[src/tmc_pkg.sv]
/*
  Shared constants and carrier types for the timer/counter pair with the
  external interrupt flags.
  Assumes a CPU core that reaches the registers over the special function
  register bus, one byte per address, all on the CPU clock.
*/
`default_nettype none

package tmc_pkg;

  // ---------------------------------------------------------------------
  // Register addresses on the special function register bus
  // ---------------------------------------------------------------------
  localparam logic [7:0] TMC_ADDR_CTRL    = 8'h88;
  localparam logic [7:0] TMC_ADDR_MODE    = 8'h89;
  localparam logic [7:0] TMC_ADDR_T0_LOW  = 8'h8a;
  localparam logic [7:0] TMC_ADDR_T1_LOW  = 8'h8b;
  localparam logic [7:0] TMC_ADDR_T0_HIGH = 8'h8c;
  localparam logic [7:0] TMC_ADDR_T1_HIGH = 8'h8d;
  localparam logic [7:0] TMC_ADDR_PRESC   = 8'h8e;

  // ---------------------------------------------------------------------
  // Reset values
  // ---------------------------------------------------------------------
  localparam logic [7:0] TMC_RST_CTRL  = 8'h00;
  localparam logic [7:0] TMC_RST_MODE  = 8'h00;
  localparam logic [7:0] TMC_RST_COUNT = 8'h00;
  localparam logic [7:0] TMC_RST_PRESC = 8'h01;

  // ---------------------------------------------------------------------
  // Field positions of timer_control_flags
  // ---------------------------------------------------------------------
  localparam int TMC_CTRL_TF1 = 7;
  localparam int TMC_CTRL_TR1 = 6;
  localparam int TMC_CTRL_TF0 = 5;
  localparam int TMC_CTRL_TR0 = 4;
  localparam int TMC_CTRL_IE1 = 3;
  localparam int TMC_CTRL_IT1 = 2;
  localparam int TMC_CTRL_IE0 = 1;
  localparam int TMC_CTRL_IT0 = 0;

  // ---------------------------------------------------------------------
  // Field positions of timer_mode_select and clock_prescale_control
  // ---------------------------------------------------------------------
  localparam int TMC_MODE_GATE1   = 7;
  localparam int TMC_MODE_SRC1    = 6;
  localparam int TMC_MODE_M1_HIGH = 5;
  localparam int TMC_MODE_M1_LOW  = 4;
  localparam int TMC_MODE_GATE0   = 3;
  localparam int TMC_MODE_SRC0    = 2;
  localparam int TMC_MODE_M0_HIGH = 1;
  localparam int TMC_MODE_M0_LOW  = 0;
  localparam int TMC_PRESC_FAST1  = 4;
  localparam int TMC_PRESC_FAST0  = 3;

  // ---------------------------------------------------------------------
  // Mode field codes
  // ---------------------------------------------------------------------
  localparam logic [1:0] TMC_MODE_13BIT  = 2'b00;
  localparam logic [1:0] TMC_MODE_16BIT  = 2'b01;
  localparam logic [1:0] TMC_MODE_RELOAD = 2'b10;
  localparam logic [1:0] TMC_MODE_SPLIT  = 2'b11;

  // ---------------------------------------------------------------------
  // Slow divider length in CPU clocks per increment, and the divider phase that ends each fast tick
  // ---------------------------------------------------------------------
  localparam logic [3:0] TMC_DIV_SLOW = 4'hc;
  localparam logic [1:0] TMC_DIV_FAST_LAST = 2'h3;

  // ---------------------------------------------------------------------
  // Carrier types
  // ---------------------------------------------------------------------
  typedef struct packed {
    logic [7:0] addr;
    logic       wr;
    logic       rd;
    logic [7:0] wdata;
  } tmc_sfr_req_t;

  typedef struct packed {
    logic tmr0;
    logic tmr1;
    logic ext0;
    logic ext1;
  } tmc_vec_ack_t;

endpackage

`default_nettype wire

[src/tmc_pin_sync.sv]
/*
  Three-stage pin synchroniser with a filtered level and a falling-edge pulse.
  Assumes the pin is asynchronous to clk_sys and idles high.
*/
`timescale 1ns/1ps
`default_nettype none

module tmc_pin_sync (
  input  wire logic clk_sys,
  input  wire logic rst_n,
  input  wire logic pin_in,
  output logic      level_out,
  output logic      fall_pulse
);

  logic sync_a_reg;
  logic sync_b_reg;
  logic sync_c_reg;

  // ---------------------------------------------------------------------
  // Capture chain; only the second stage reads the first
  // ---------------------------------------------------------------------
  always_ff @(posedge clk_sys or negedge rst_n) begin
    if (!rst_n) begin
      sync_a_reg <= 1'b1;
      sync_b_reg <= 1'b1;
      sync_c_reg <= 1'b1;
    end else begin
      sync_a_reg <= pin_in;
      sync_b_reg <= sync_a_reg;
      sync_c_reg <= sync_b_reg;
    end
  end

  // ---------------------------------------------------------------------
  // Accept a change once stages two and three agree
  // ---------------------------------------------------------------------
  always_ff @(posedge clk_sys or negedge rst_n) begin
    if (!rst_n) begin
      level_out  <= 1'b1;
      fall_pulse <= 1'b0;
    end else begin
      fall_pulse <= (sync_b_reg == sync_c_reg) && !sync_c_reg && level_out;
      if (sync_b_reg == sync_c_reg) begin
        level_out <= sync_c_reg;
      end
    end
  end

endmodule

`default_nettype wire

[src/tmc_timer01.sv]
/*
  Timer/counter 0 and 1 with their control, mode and prescale registers and
  the two external interrupt flags.
  Assumes the CPU core drives one register request per cycle on the special
  function register bus and pulses a vector acknowledge when it enters a
  service routine. Pins arrive asynchronously.
*/
`timescale 1ns/1ps
`default_nettype none

module tmc_timer01
  import tmc_pkg::*;
(
  input  wire logic         clk_sys,
  input  wire logic         rst_n,
  input  wire tmc_sfr_req_t sfr_req,
  output logic [7:0]        sfr_rdata,
  input  wire tmc_vec_ack_t vec_ack,
  input  wire logic         ext_int0_pin,
  input  wire logic         ext_int1_pin,
  input  wire logic         count_input_0,
  input  wire logic         count_input_1,
  output logic [7:0]        timer_control_flags,
  output logic              timer0_overflow_pulse,
  output logic              timer1_overflow_pulse
);

  // ---------------------------------------------------------------------
  // Declarations
  // ---------------------------------------------------------------------
  logic [7:0]  ctrl_next;
  logic [7:0]  mode_reg;
  logic [7:0]  presc_reg;
  logic [7:0]  t0_low_reg;
  logic [7:0]  t0_high_reg;
  logic [7:0]  t1_low_reg;
  logic [7:0]  t1_high_reg;
  logic [3:0]  div_cnt_reg;
  logic [3:0]  pins_raw;
  logic [3:0]  pin_level;
  logic [3:0]  pin_fall;
  logic        tick_slow;
  logic        tick_fast;
  logic        tick0_clk;
  logic        tick0;
  logic        tick1;
  logic        split0;
  logic        run0;
  logic        run1;
  logic        inc0;
  logic        inc0_high;
  logic        inc1;
  logic [16:0] adv0;
  logic [16:0] adv1;
  logic        ovf0_evt;
  logic        ovf1_evt;
  logic        wr_ctrl;
  logic        wr_t0_low;
  logic        wr_t0_high;
  logic        wr_t1_low;
  logic        wr_t1_high;

  // ---------------------------------------------------------------------
  // Pin synchronisers
  // ---------------------------------------------------------------------
  // Count pins are the port alternate functions wired in by the port block
  assign pins_raw = {count_input_1, count_input_0, ext_int1_pin, ext_int0_pin};

  generate
    for (genvar i = 0; i < 4; i++) begin : g_sync
      tmc_pin_sync u_sync (
        .clk_sys    (clk_sys),
        .rst_n      (rst_n),
        .pin_in     (pins_raw[i]),
        .level_out  (pin_level[i]),
        .fall_pulse (pin_fall[i])
      );
    end
  endgenerate

  // ---------------------------------------------------------------------
  // Prescaler: /12 and /4 ticks from one counter
  // ---------------------------------------------------------------------
  // One shared divider keeps /4 and /12 ticks phase aligned
  always_ff @(posedge clk_sys or negedge rst_n) begin
    if (!rst_n) begin
      div_cnt_reg <= 4'h0;
    end else if (div_cnt_reg == TMC_DIV_SLOW - 4'h1) begin
      div_cnt_reg <= 4'h0;
    end else begin
      div_cnt_reg <= div_cnt_reg + 4'h1;
    end
  end

  assign tick_slow = (div_cnt_reg == TMC_DIV_SLOW - 4'h1);
  assign tick_fast = (div_cnt_reg[1:0] == TMC_DIV_FAST_LAST);

  // ---------------------------------------------------------------------
  // Count enables
  // ---------------------------------------------------------------------
  assign split0    = (mode_reg[TMC_MODE_M0_HIGH:TMC_MODE_M0_LOW] == TMC_MODE_SPLIT);
  assign tick0_clk = presc_reg[TMC_PRESC_FAST0] ? tick_fast : tick_slow;
  // Pin source counts synchronised falling edges; prescale ignored
  assign tick0     = mode_reg[TMC_MODE_SRC0] ? pin_fall[2] : tick0_clk;
  assign tick1     = mode_reg[TMC_MODE_SRC1] ? pin_fall[3]
                   : (presc_reg[TMC_PRESC_FAST1] ? tick_fast : tick_slow);
  assign run0      = timer_control_flags[TMC_CTRL_TR0]
                   & (!mode_reg[TMC_MODE_GATE0] | pin_level[0]);
  // With timer 0 split, timer 1 runs on its mode alone, as its run bit is lent out
  assign run1      = (split0 | timer_control_flags[TMC_CTRL_TR1])
                   & (!mode_reg[TMC_MODE_GATE1] | pin_level[1]);
  assign inc0      = run0 & tick0;
  // Split high byte: clock ticks only, timer 1 run bit
  assign inc0_high = split0 & timer_control_flags[TMC_CTRL_TR1] & tick0_clk;
  // Timer 1 in split mode holds its count
  assign inc1      = run1 & tick1
                   & (mode_reg[TMC_MODE_M1_HIGH:TMC_MODE_M1_LOW] != TMC_MODE_SPLIT);

  // ---------------------------------------------------------------------
  // Counter step: returns {overflow, high, low}
  // ---------------------------------------------------------------------
  function automatic logic [16:0] tmc_advance(input logic [1:0] mode,
                                              input logic [7:0] low,
                                              input logic [7:0] high);
    logic [12:0] c13;
    logic [15:0] c16;
    logic [16:0] res;
    c13 = {high, low[4:0]} + 13'h1;
    c16 = {high, low} + 16'h1;
    case (mode)
      TMC_MODE_13BIT: begin
        // Top three low-byte bits are left untouched and read back as stored
        res = {({high, low[4:0]} == 13'h1fff), c13[12:5], low[7:5], c13[4:0]};
      end
      TMC_MODE_16BIT: begin
        res = {({high, low} == 16'hffff), c16};
      end
      TMC_MODE_RELOAD: begin
        res = {(low == 8'hff), high, (low == 8'hff) ? high : low + 8'h1};
      end
      default: begin
        res = {(low == 8'hff), high, low + 8'h1};
      end
    endcase
    return res;
  endfunction

  assign adv0 = tmc_advance(mode_reg[TMC_MODE_M0_HIGH:TMC_MODE_M0_LOW], t0_low_reg, t0_high_reg);
  assign adv1 = tmc_advance(mode_reg[TMC_MODE_M1_HIGH:TMC_MODE_M1_LOW], t1_low_reg, t1_high_reg);

  // Overflow events in the cycle the count rolls or reloads
  assign ovf0_evt = inc0 & adv0[16];
  assign ovf1_evt = (inc1 & adv1[16]) | (inc0_high & (t0_high_reg == 8'hff));

  // ---------------------------------------------------------------------
  // Write decode
  // ---------------------------------------------------------------------
  assign wr_ctrl    = sfr_req.wr && (sfr_req.addr == TMC_ADDR_CTRL);
  assign wr_t0_low  = sfr_req.wr && (sfr_req.addr == TMC_ADDR_T0_LOW);
  assign wr_t0_high = sfr_req.wr && (sfr_req.addr == TMC_ADDR_T0_HIGH);
  assign wr_t1_low  = sfr_req.wr && (sfr_req.addr == TMC_ADDR_T1_LOW);
  assign wr_t1_high = sfr_req.wr && (sfr_req.addr == TMC_ADDR_T1_HIGH);

  // ---------------------------------------------------------------------
  // Mode and prescale registers
  // ---------------------------------------------------------------------
  always_ff @(posedge clk_sys or negedge rst_n) begin
    if (!rst_n) begin
      mode_reg <= TMC_RST_MODE;
    end else if (sfr_req.wr && (sfr_req.addr == TMC_ADDR_MODE)) begin
      mode_reg <= sfr_req.wdata;
    end
  end

  // Low three bits belong to the memory interface; kept for read back
  always_ff @(posedge clk_sys or negedge rst_n) begin
    if (!rst_n) begin
      presc_reg <= TMC_RST_PRESC;
    end else if (sfr_req.wr && (sfr_req.addr == TMC_ADDR_PRESC)) begin
      presc_reg <= sfr_req.wdata & 8'h3f;
    end
  end

  // ---------------------------------------------------------------------
  // Timer 0 count bytes; a software write beats the count in that cycle
  // ---------------------------------------------------------------------
  always_ff @(posedge clk_sys or negedge rst_n) begin
    if (!rst_n) begin
      t0_low_reg <= TMC_RST_COUNT;
    end else if (wr_t0_low) begin
      t0_low_reg <= sfr_req.wdata;
    end else if (inc0) begin
      t0_low_reg <= adv0[7:0];
    end
  end

  always_ff @(posedge clk_sys or negedge rst_n) begin
    if (!rst_n) begin
      t0_high_reg <= TMC_RST_COUNT;
    end else if (wr_t0_high) begin
      t0_high_reg <= sfr_req.wdata;
    end else if (inc0_high) begin
      t0_high_reg <= t0_high_reg + 8'h1;
    end else if (inc0 && !split0) begin
      t0_high_reg <= adv0[15:8];
    end
  end

  // ---------------------------------------------------------------------
  // Timer 1 count bytes
  // ---------------------------------------------------------------------
  always_ff @(posedge clk_sys or negedge rst_n) begin
    if (!rst_n) begin
      t1_low_reg <= TMC_RST_COUNT;
    end else if (wr_t1_low) begin
      t1_low_reg <= sfr_req.wdata;
    end else if (inc1) begin
      t1_low_reg <= adv1[7:0];
    end
  end

  always_ff @(posedge clk_sys or negedge rst_n) begin
    if (!rst_n) begin
      t1_high_reg <= TMC_RST_COUNT;
    end else if (wr_t1_high) begin
      t1_high_reg <= sfr_req.wdata;
    end else if (inc1) begin
      t1_high_reg <= adv1[15:8];
    end
  end

  // ---------------------------------------------------------------------
  // Control flags: write, then clears, then hardware sets (sets win)
  // ---------------------------------------------------------------------
  always_comb begin
    ctrl_next = timer_control_flags;
    if (wr_ctrl) begin
      ctrl_next[TMC_CTRL_TR1] = sfr_req.wdata[TMC_CTRL_TR1];
      ctrl_next[TMC_CTRL_TR0] = sfr_req.wdata[TMC_CTRL_TR0];
      ctrl_next[TMC_CTRL_TF1] = sfr_req.wdata[TMC_CTRL_TF1];
      ctrl_next[TMC_CTRL_TF0] = sfr_req.wdata[TMC_CTRL_TF0];
      ctrl_next[TMC_CTRL_IT1] = sfr_req.wdata[TMC_CTRL_IT1];
      ctrl_next[TMC_CTRL_IT0] = sfr_req.wdata[TMC_CTRL_IT0];
      // Interrupt flags are writable only while already in edge mode
      if (timer_control_flags[TMC_CTRL_IT1]) begin
        ctrl_next[TMC_CTRL_IE1] = sfr_req.wdata[TMC_CTRL_IE1];
      end
      if (timer_control_flags[TMC_CTRL_IT0]) begin
        ctrl_next[TMC_CTRL_IE0] = sfr_req.wdata[TMC_CTRL_IE0];
      end
    end
    if (vec_ack.tmr1) begin
      ctrl_next[TMC_CTRL_TF1] = 1'b0;
    end
    if (vec_ack.tmr0) begin
      ctrl_next[TMC_CTRL_TF0] = 1'b0;
    end
    if (vec_ack.ext1 && timer_control_flags[TMC_CTRL_IT1]) begin
      ctrl_next[TMC_CTRL_IE1] = 1'b0;
    end
    if (vec_ack.ext0 && timer_control_flags[TMC_CTRL_IT0]) begin
      ctrl_next[TMC_CTRL_IE0] = 1'b0;
    end
    if (ovf1_evt) begin
      ctrl_next[TMC_CTRL_TF1] = 1'b1;
    end
    if (ovf0_evt) begin
      ctrl_next[TMC_CTRL_TF0] = 1'b1;
    end
    // Level mode: flag tracks the pin and overrides any write
    if (timer_control_flags[TMC_CTRL_IT1]) begin
      if (pin_fall[1]) begin
        ctrl_next[TMC_CTRL_IE1] = 1'b1;
      end
    end else begin
      ctrl_next[TMC_CTRL_IE1] = !pin_level[1];
    end
    if (timer_control_flags[TMC_CTRL_IT0]) begin
      if (pin_fall[0]) begin
        ctrl_next[TMC_CTRL_IE0] = 1'b1;
      end
    end else begin
      ctrl_next[TMC_CTRL_IE0] = !pin_level[0];
    end
  end

  always_ff @(posedge clk_sys or negedge rst_n) begin
    if (!rst_n) begin
      timer_control_flags <= TMC_RST_CTRL;
    end else begin
      timer_control_flags <= ctrl_next;
    end
  end

  // ---------------------------------------------------------------------
  // Overflow pulses, one clock each
  // ---------------------------------------------------------------------
  always_ff @(posedge clk_sys or negedge rst_n) begin
    if (!rst_n) begin
      timer0_overflow_pulse <= 1'b0;
      timer1_overflow_pulse <= 1'b0;
    end else begin
      timer0_overflow_pulse <= ovf0_evt;
      timer1_overflow_pulse <= ovf1_evt;
    end
  end

  // ---------------------------------------------------------------------
  // Read data, one cycle after the strobe; unmapped reads return zero
  // ---------------------------------------------------------------------
  always_ff @(posedge clk_sys or negedge rst_n) begin
    if (!rst_n) begin
      sfr_rdata <= 8'h00;
    end else if (sfr_req.rd) begin
      case (sfr_req.addr)
        TMC_ADDR_CTRL:    sfr_rdata <= timer_control_flags;
        TMC_ADDR_MODE:    sfr_rdata <= mode_reg;
        TMC_ADDR_T0_LOW:  sfr_rdata <= t0_low_reg;
        TMC_ADDR_T0_HIGH: sfr_rdata <= t0_high_reg;
        TMC_ADDR_T1_LOW:  sfr_rdata <= t1_low_reg;
        TMC_ADDR_T1_HIGH: sfr_rdata <= t1_high_reg;
        TMC_ADDR_PRESC:   sfr_rdata <= presc_reg;
        default:          sfr_rdata <= 8'h00;
      endcase
    end
  end

endmodule

`default_nettype wire

[config.mk]
export PLATFORM = sky130hd
export DESIGN_NAME = tmc_timer01
export DESIGN_NICKNAME = d
export VERILOG_FILES = /design/src/tmc_pkg.sv /design/src/tmc_pin_sync.sv /design/src/tmc_timer01.sv
export SDC_FILE = /design/constraint.sdc
export NUM_CORES = 1
export LEC_CHECK = 0
export ABC_AREA = 1
export BUFFER_PORTS_ARGS = -buffer_cell sky130_fd_sc_hd__buf_2
export CORE_AREA = 5 5 105 107
export CTS_CLUSTER_SIZE = 12
export DETAILED_ROUTE_END_ITERATION = 6
export DIE_AREA = 0 0 110 112
export GPL_TIMING_DRIVEN = 0
export PLACE_DENSITY = 0.89
export SETUP_SLACK_MARGIN = 0.2
export SYNTH_ARGS = -nofsm -noshare
export SYNTH_HDL_FRONTEND = slang
export SYNTH_SLANG_ARGS = --single-unit
export TNS_END_PERCENT = 30
[constraint.sdc]
create_clock -name clk_sys -period 2.4 [get_ports clk_sys]
set_input_delay 0.36 -clock clk_sys [delete_from_list [all_inputs] [get_ports clk_sys]]
set_output_delay 0.36 -clock clk_sys [all_outputs]
set_load 0.03 [all_outputs]
==> metrics.yaml <==
outcome: "completed"
hold_viol: 0
start_kind: "flop"
antenna_cells: 0
dp_cells: 1054
ys_ff_latch: 88
grt_usage_pct: 28.27
synthTopCellsByArea: "dfrtp_1 31%, nand2_1 19%, dfstp_2 7.7%, nand3_1 7.7%, inv_1 7.2%"
initial_utilization_pct: 57.82
numCtsBuffers: 9
cts_tree: "built"
synthDominantCellAreaShare_pct: 30.59
dp_hpwl_um: 12970
worstHoldStart: "count_input_0"
io_pins: 46
cp.required_ns: 2.70
r2r_cells: 7
comb_power_share_pct: 14.4
vias_per_cell: 5.564
p_sw_uw: 1021
root_buffer: "clkbuf_8"
ys_types: 38
pwr-share-seq_pct: 51.9
synth_area_um2: 5808
min_period_over_period_pct: 80.89
worstHoldPathCells: 1
worst_slack_ns: 0.4586
num_vias: 5959
layout_min_cycle_time_ns: 1.941
max-slew-margin-rel_pct: 48.71
drv_cap: 0
ctsResizeCount: 0
rr_endpoint: "t1_low_reg[4]"
rows: 37
gp_congestion: 0.9932
endpoint_kind: "flop"
dp_slack_ns: 0.5405
globalRouteOverflowTotal: 0
fmax_mhz: 515.1
clkSinkCount: 88
holdPathEnd: "g_sync[2].u_sync.sync_a_reg"
hold_path_class: "in2reg"
swShare_pct: 31.31
cts_max_level: 3
setup_viol: 0
dr.pass1.iters: 6
nets: 966
slew_viol_final: 0
synth_seq_area_share_pct: 38.28
rrSetupSlack_ns: 0.46
p_int_uw: 2241
cts_buffer_depth: 2
die_area_um2: 12320
area_growth_pct: 11.07
drc: 0
grt_pass1_wl_um: 27170
wl_per_cell_um: 15.58
ir_worst_vdd_v: 0.0005913
drive_gt1_share_pct: 13.37
clk_latency_ns: 0.37
grt_pass1_vias: 5510
postCtsSetupRepairBufs: 0
syn-instance-count: 873
total_power_uw: 3262
skew_ns: 0.01358
die_w_um: 110
portBuffers: 44
die_y_um: 112
worst_ep_arrival_time_ns: 2.24
rsz0062_at_grt: "false"
p_leak_uw: 0.003397
pwr-share-clk_pct: 33.7
final_cell_count_no_fill: 1071
r2r_start: "div_cnt_reg[0]"
tightest_slew_ns: 0.7665
antenna_found_initial: 0
tns_ns: 0
clk_pin_slew_worst_paths_ns: 0.10
coreArea_um2: 10050
drtAntennaViolNets: 0
wirelength_um: 16690
power-per-cell-area_nw_per_um2: 505.7
crit_fanout: 8
drt_iter0_drc: 648
grt_max_degree: 64
syn_nets: 909
synth.avg_cell_area_um2: 6.653
path_class: "reg2reg"
synth-warning-count: 0
synth_area_leader_cell: "dfrtp_1"
cells in the final DEF (no fill, tap or decap), drive strengths merged:
cell type,Yosys,final
and2,1,1
inv,117,120
or2,3,3
o211ai,9,9
xor2,8,8
o21bai,2,2
nand4,11,11
dfrtp,71,71
dlygate4sd3,0,1
ha,8,8
o21a,1,1
a21oi,19,19
bufinv,0,1
dfstp,17,17
o2111ai,1,1
clkbuf,5,14
xnor2,1,1
clkinv,1,4
o21ai,71,71
buf,8,53
o22ai,7,7
nand3b,2,2
nand3,92,92
nor3,13,13
nand2,307,307
nor2,98,98
synth_stat cells:
library cell and instances:
o211ai_1 9, clkbuf_1 3, xnor2_1 1, inv_1 111
nor2_2 5, o21ai_1 13, nor3_2 1, clkbuf_2 2
nor2_4 6, o21bai_1 1, o21a_1 1, and2_1 1
nand4_2 2, xor2_1 8, o2111ai_1 1, or2_2 3
clkinv_2 1, nor2_8 1, buf_2 4, a21oi_1 19
nand3_1 89, o21bai_2 1, nor2_1 86, dfrtp_1 71
nand4_1 9, o21ai_0 58, nand3b_1 2, nor3_1 12
buf_4 2, dfstp_2 17, nand3_2 3, buf_6 2
o22ai_1 7, nand2_2 7, nand2_1 299, inv_2 6
nand2_4 1, ha_1 8
power groups by stage:
stage	Clock [uW]	Sequential, uW	Combinational [uW]
2_1_floorplan	0	1700	278
3_3_place_gp	0	1710	446
3_5_place_dp	0	1720	461
4_1_cts	1110	1690	465
5_1_grt	1180	1700	533
6_report	1100	1690	469
how the worst max path moves through the flow:
| stage | startpoint | to | slack, ns | cells after the start |
|---|---|---|---|---|
| final | div_cnt_reg[0] | t1_low_reg[4] | 0.46 | 7 |
| after CTS | div_cnt_reg[0] | t0_high_reg[5] | 0.47 | 8 |
| after global placement | rst_n | t0_low_reg[5] | 0.25 | 1 |
| after floorplan | div_cnt_reg[0] | t0_high_reg[1] | 0.87 | 8 |
| after global routing | div_cnt_reg[0] | t0_high_reg[4] | 0.26 | 8 |
| after detailed placement | div_cnt_reg[0] | t0_high_reg[5] | 0.54 | 8 |
layout make-up:
cell class / instances / area (um2)
clock inverters: 7 / 88.84
plain buffers: 13 / 78.83
repair buffers: 46 / 260.3
multi-input cells: 654 / 3062
clock buffers: 9 / 123.9
flip-flops and latches: 88 / 2223
fillers: 932 / 3595
well taps: 136 / 170.2
inverters: 118 / 444.2
routing by layer:
| layer | GRT usage (%) | vias to the layer above | wire length (um) | share of wire, % |
|---|---|---|---|---|
| met5 | 0 | - | 0 | 0 |
| met4 | 10.72 | 0 | 490 | 2.9 |
| met3 | 5.275 | 43 | 1642 | 9.8 |
| met2 | 42.03 | 295 | 7306 | 44 |
| met1 | 40.72 | 2724 | 7252 | 43 |
| li1 | - | 2897 | - | - |
worst max-delay path, stage by stage, from the launching register on:
cell and delay [ns]:
dfrtp_1 0.39, ha_1 0.27, nand3_1 0.21, nand2_1 0.18, nand3_2 0.21, nor2_1 0.33
o211ai_1 0.18, nand2_1 0.10
what timing repair did:
| action | CTS | global route |
|---|---|---|
| setup endpoints to repair | 0 | 0 |
| endpoints found under the hold margin | 10 | 0 |
| hold buffers | 1 | 0 |
through the flow:
stage	hold WS, ns	util (%)	instance area (um2)
after global routing	0.05628	64.22	6451
after floorplan	0.06441	-	5808
after CTS	0.06754	64.22	6451
after detailed placement	0.2904	62.00	6228
after global placement	0.3467	61.70	6198
final	0.08007	64.22	6451
logic make-up (layout without fill, tap and decap cells):
logic type	count (synthesis)	count (layout)	share of synthesized area, %
adder cells (fa/ha/maj)	8	8	1.723
AO/OA/AOI/OAI	110	110	10.28
XOR/XNOR	9	9	1.357
AND/OR/NAND/NOR	527	527	39.36
flip-flops	88	88	38.28
buffers and inverters	131	193	9.005
(Power assumes the default switching activity.)
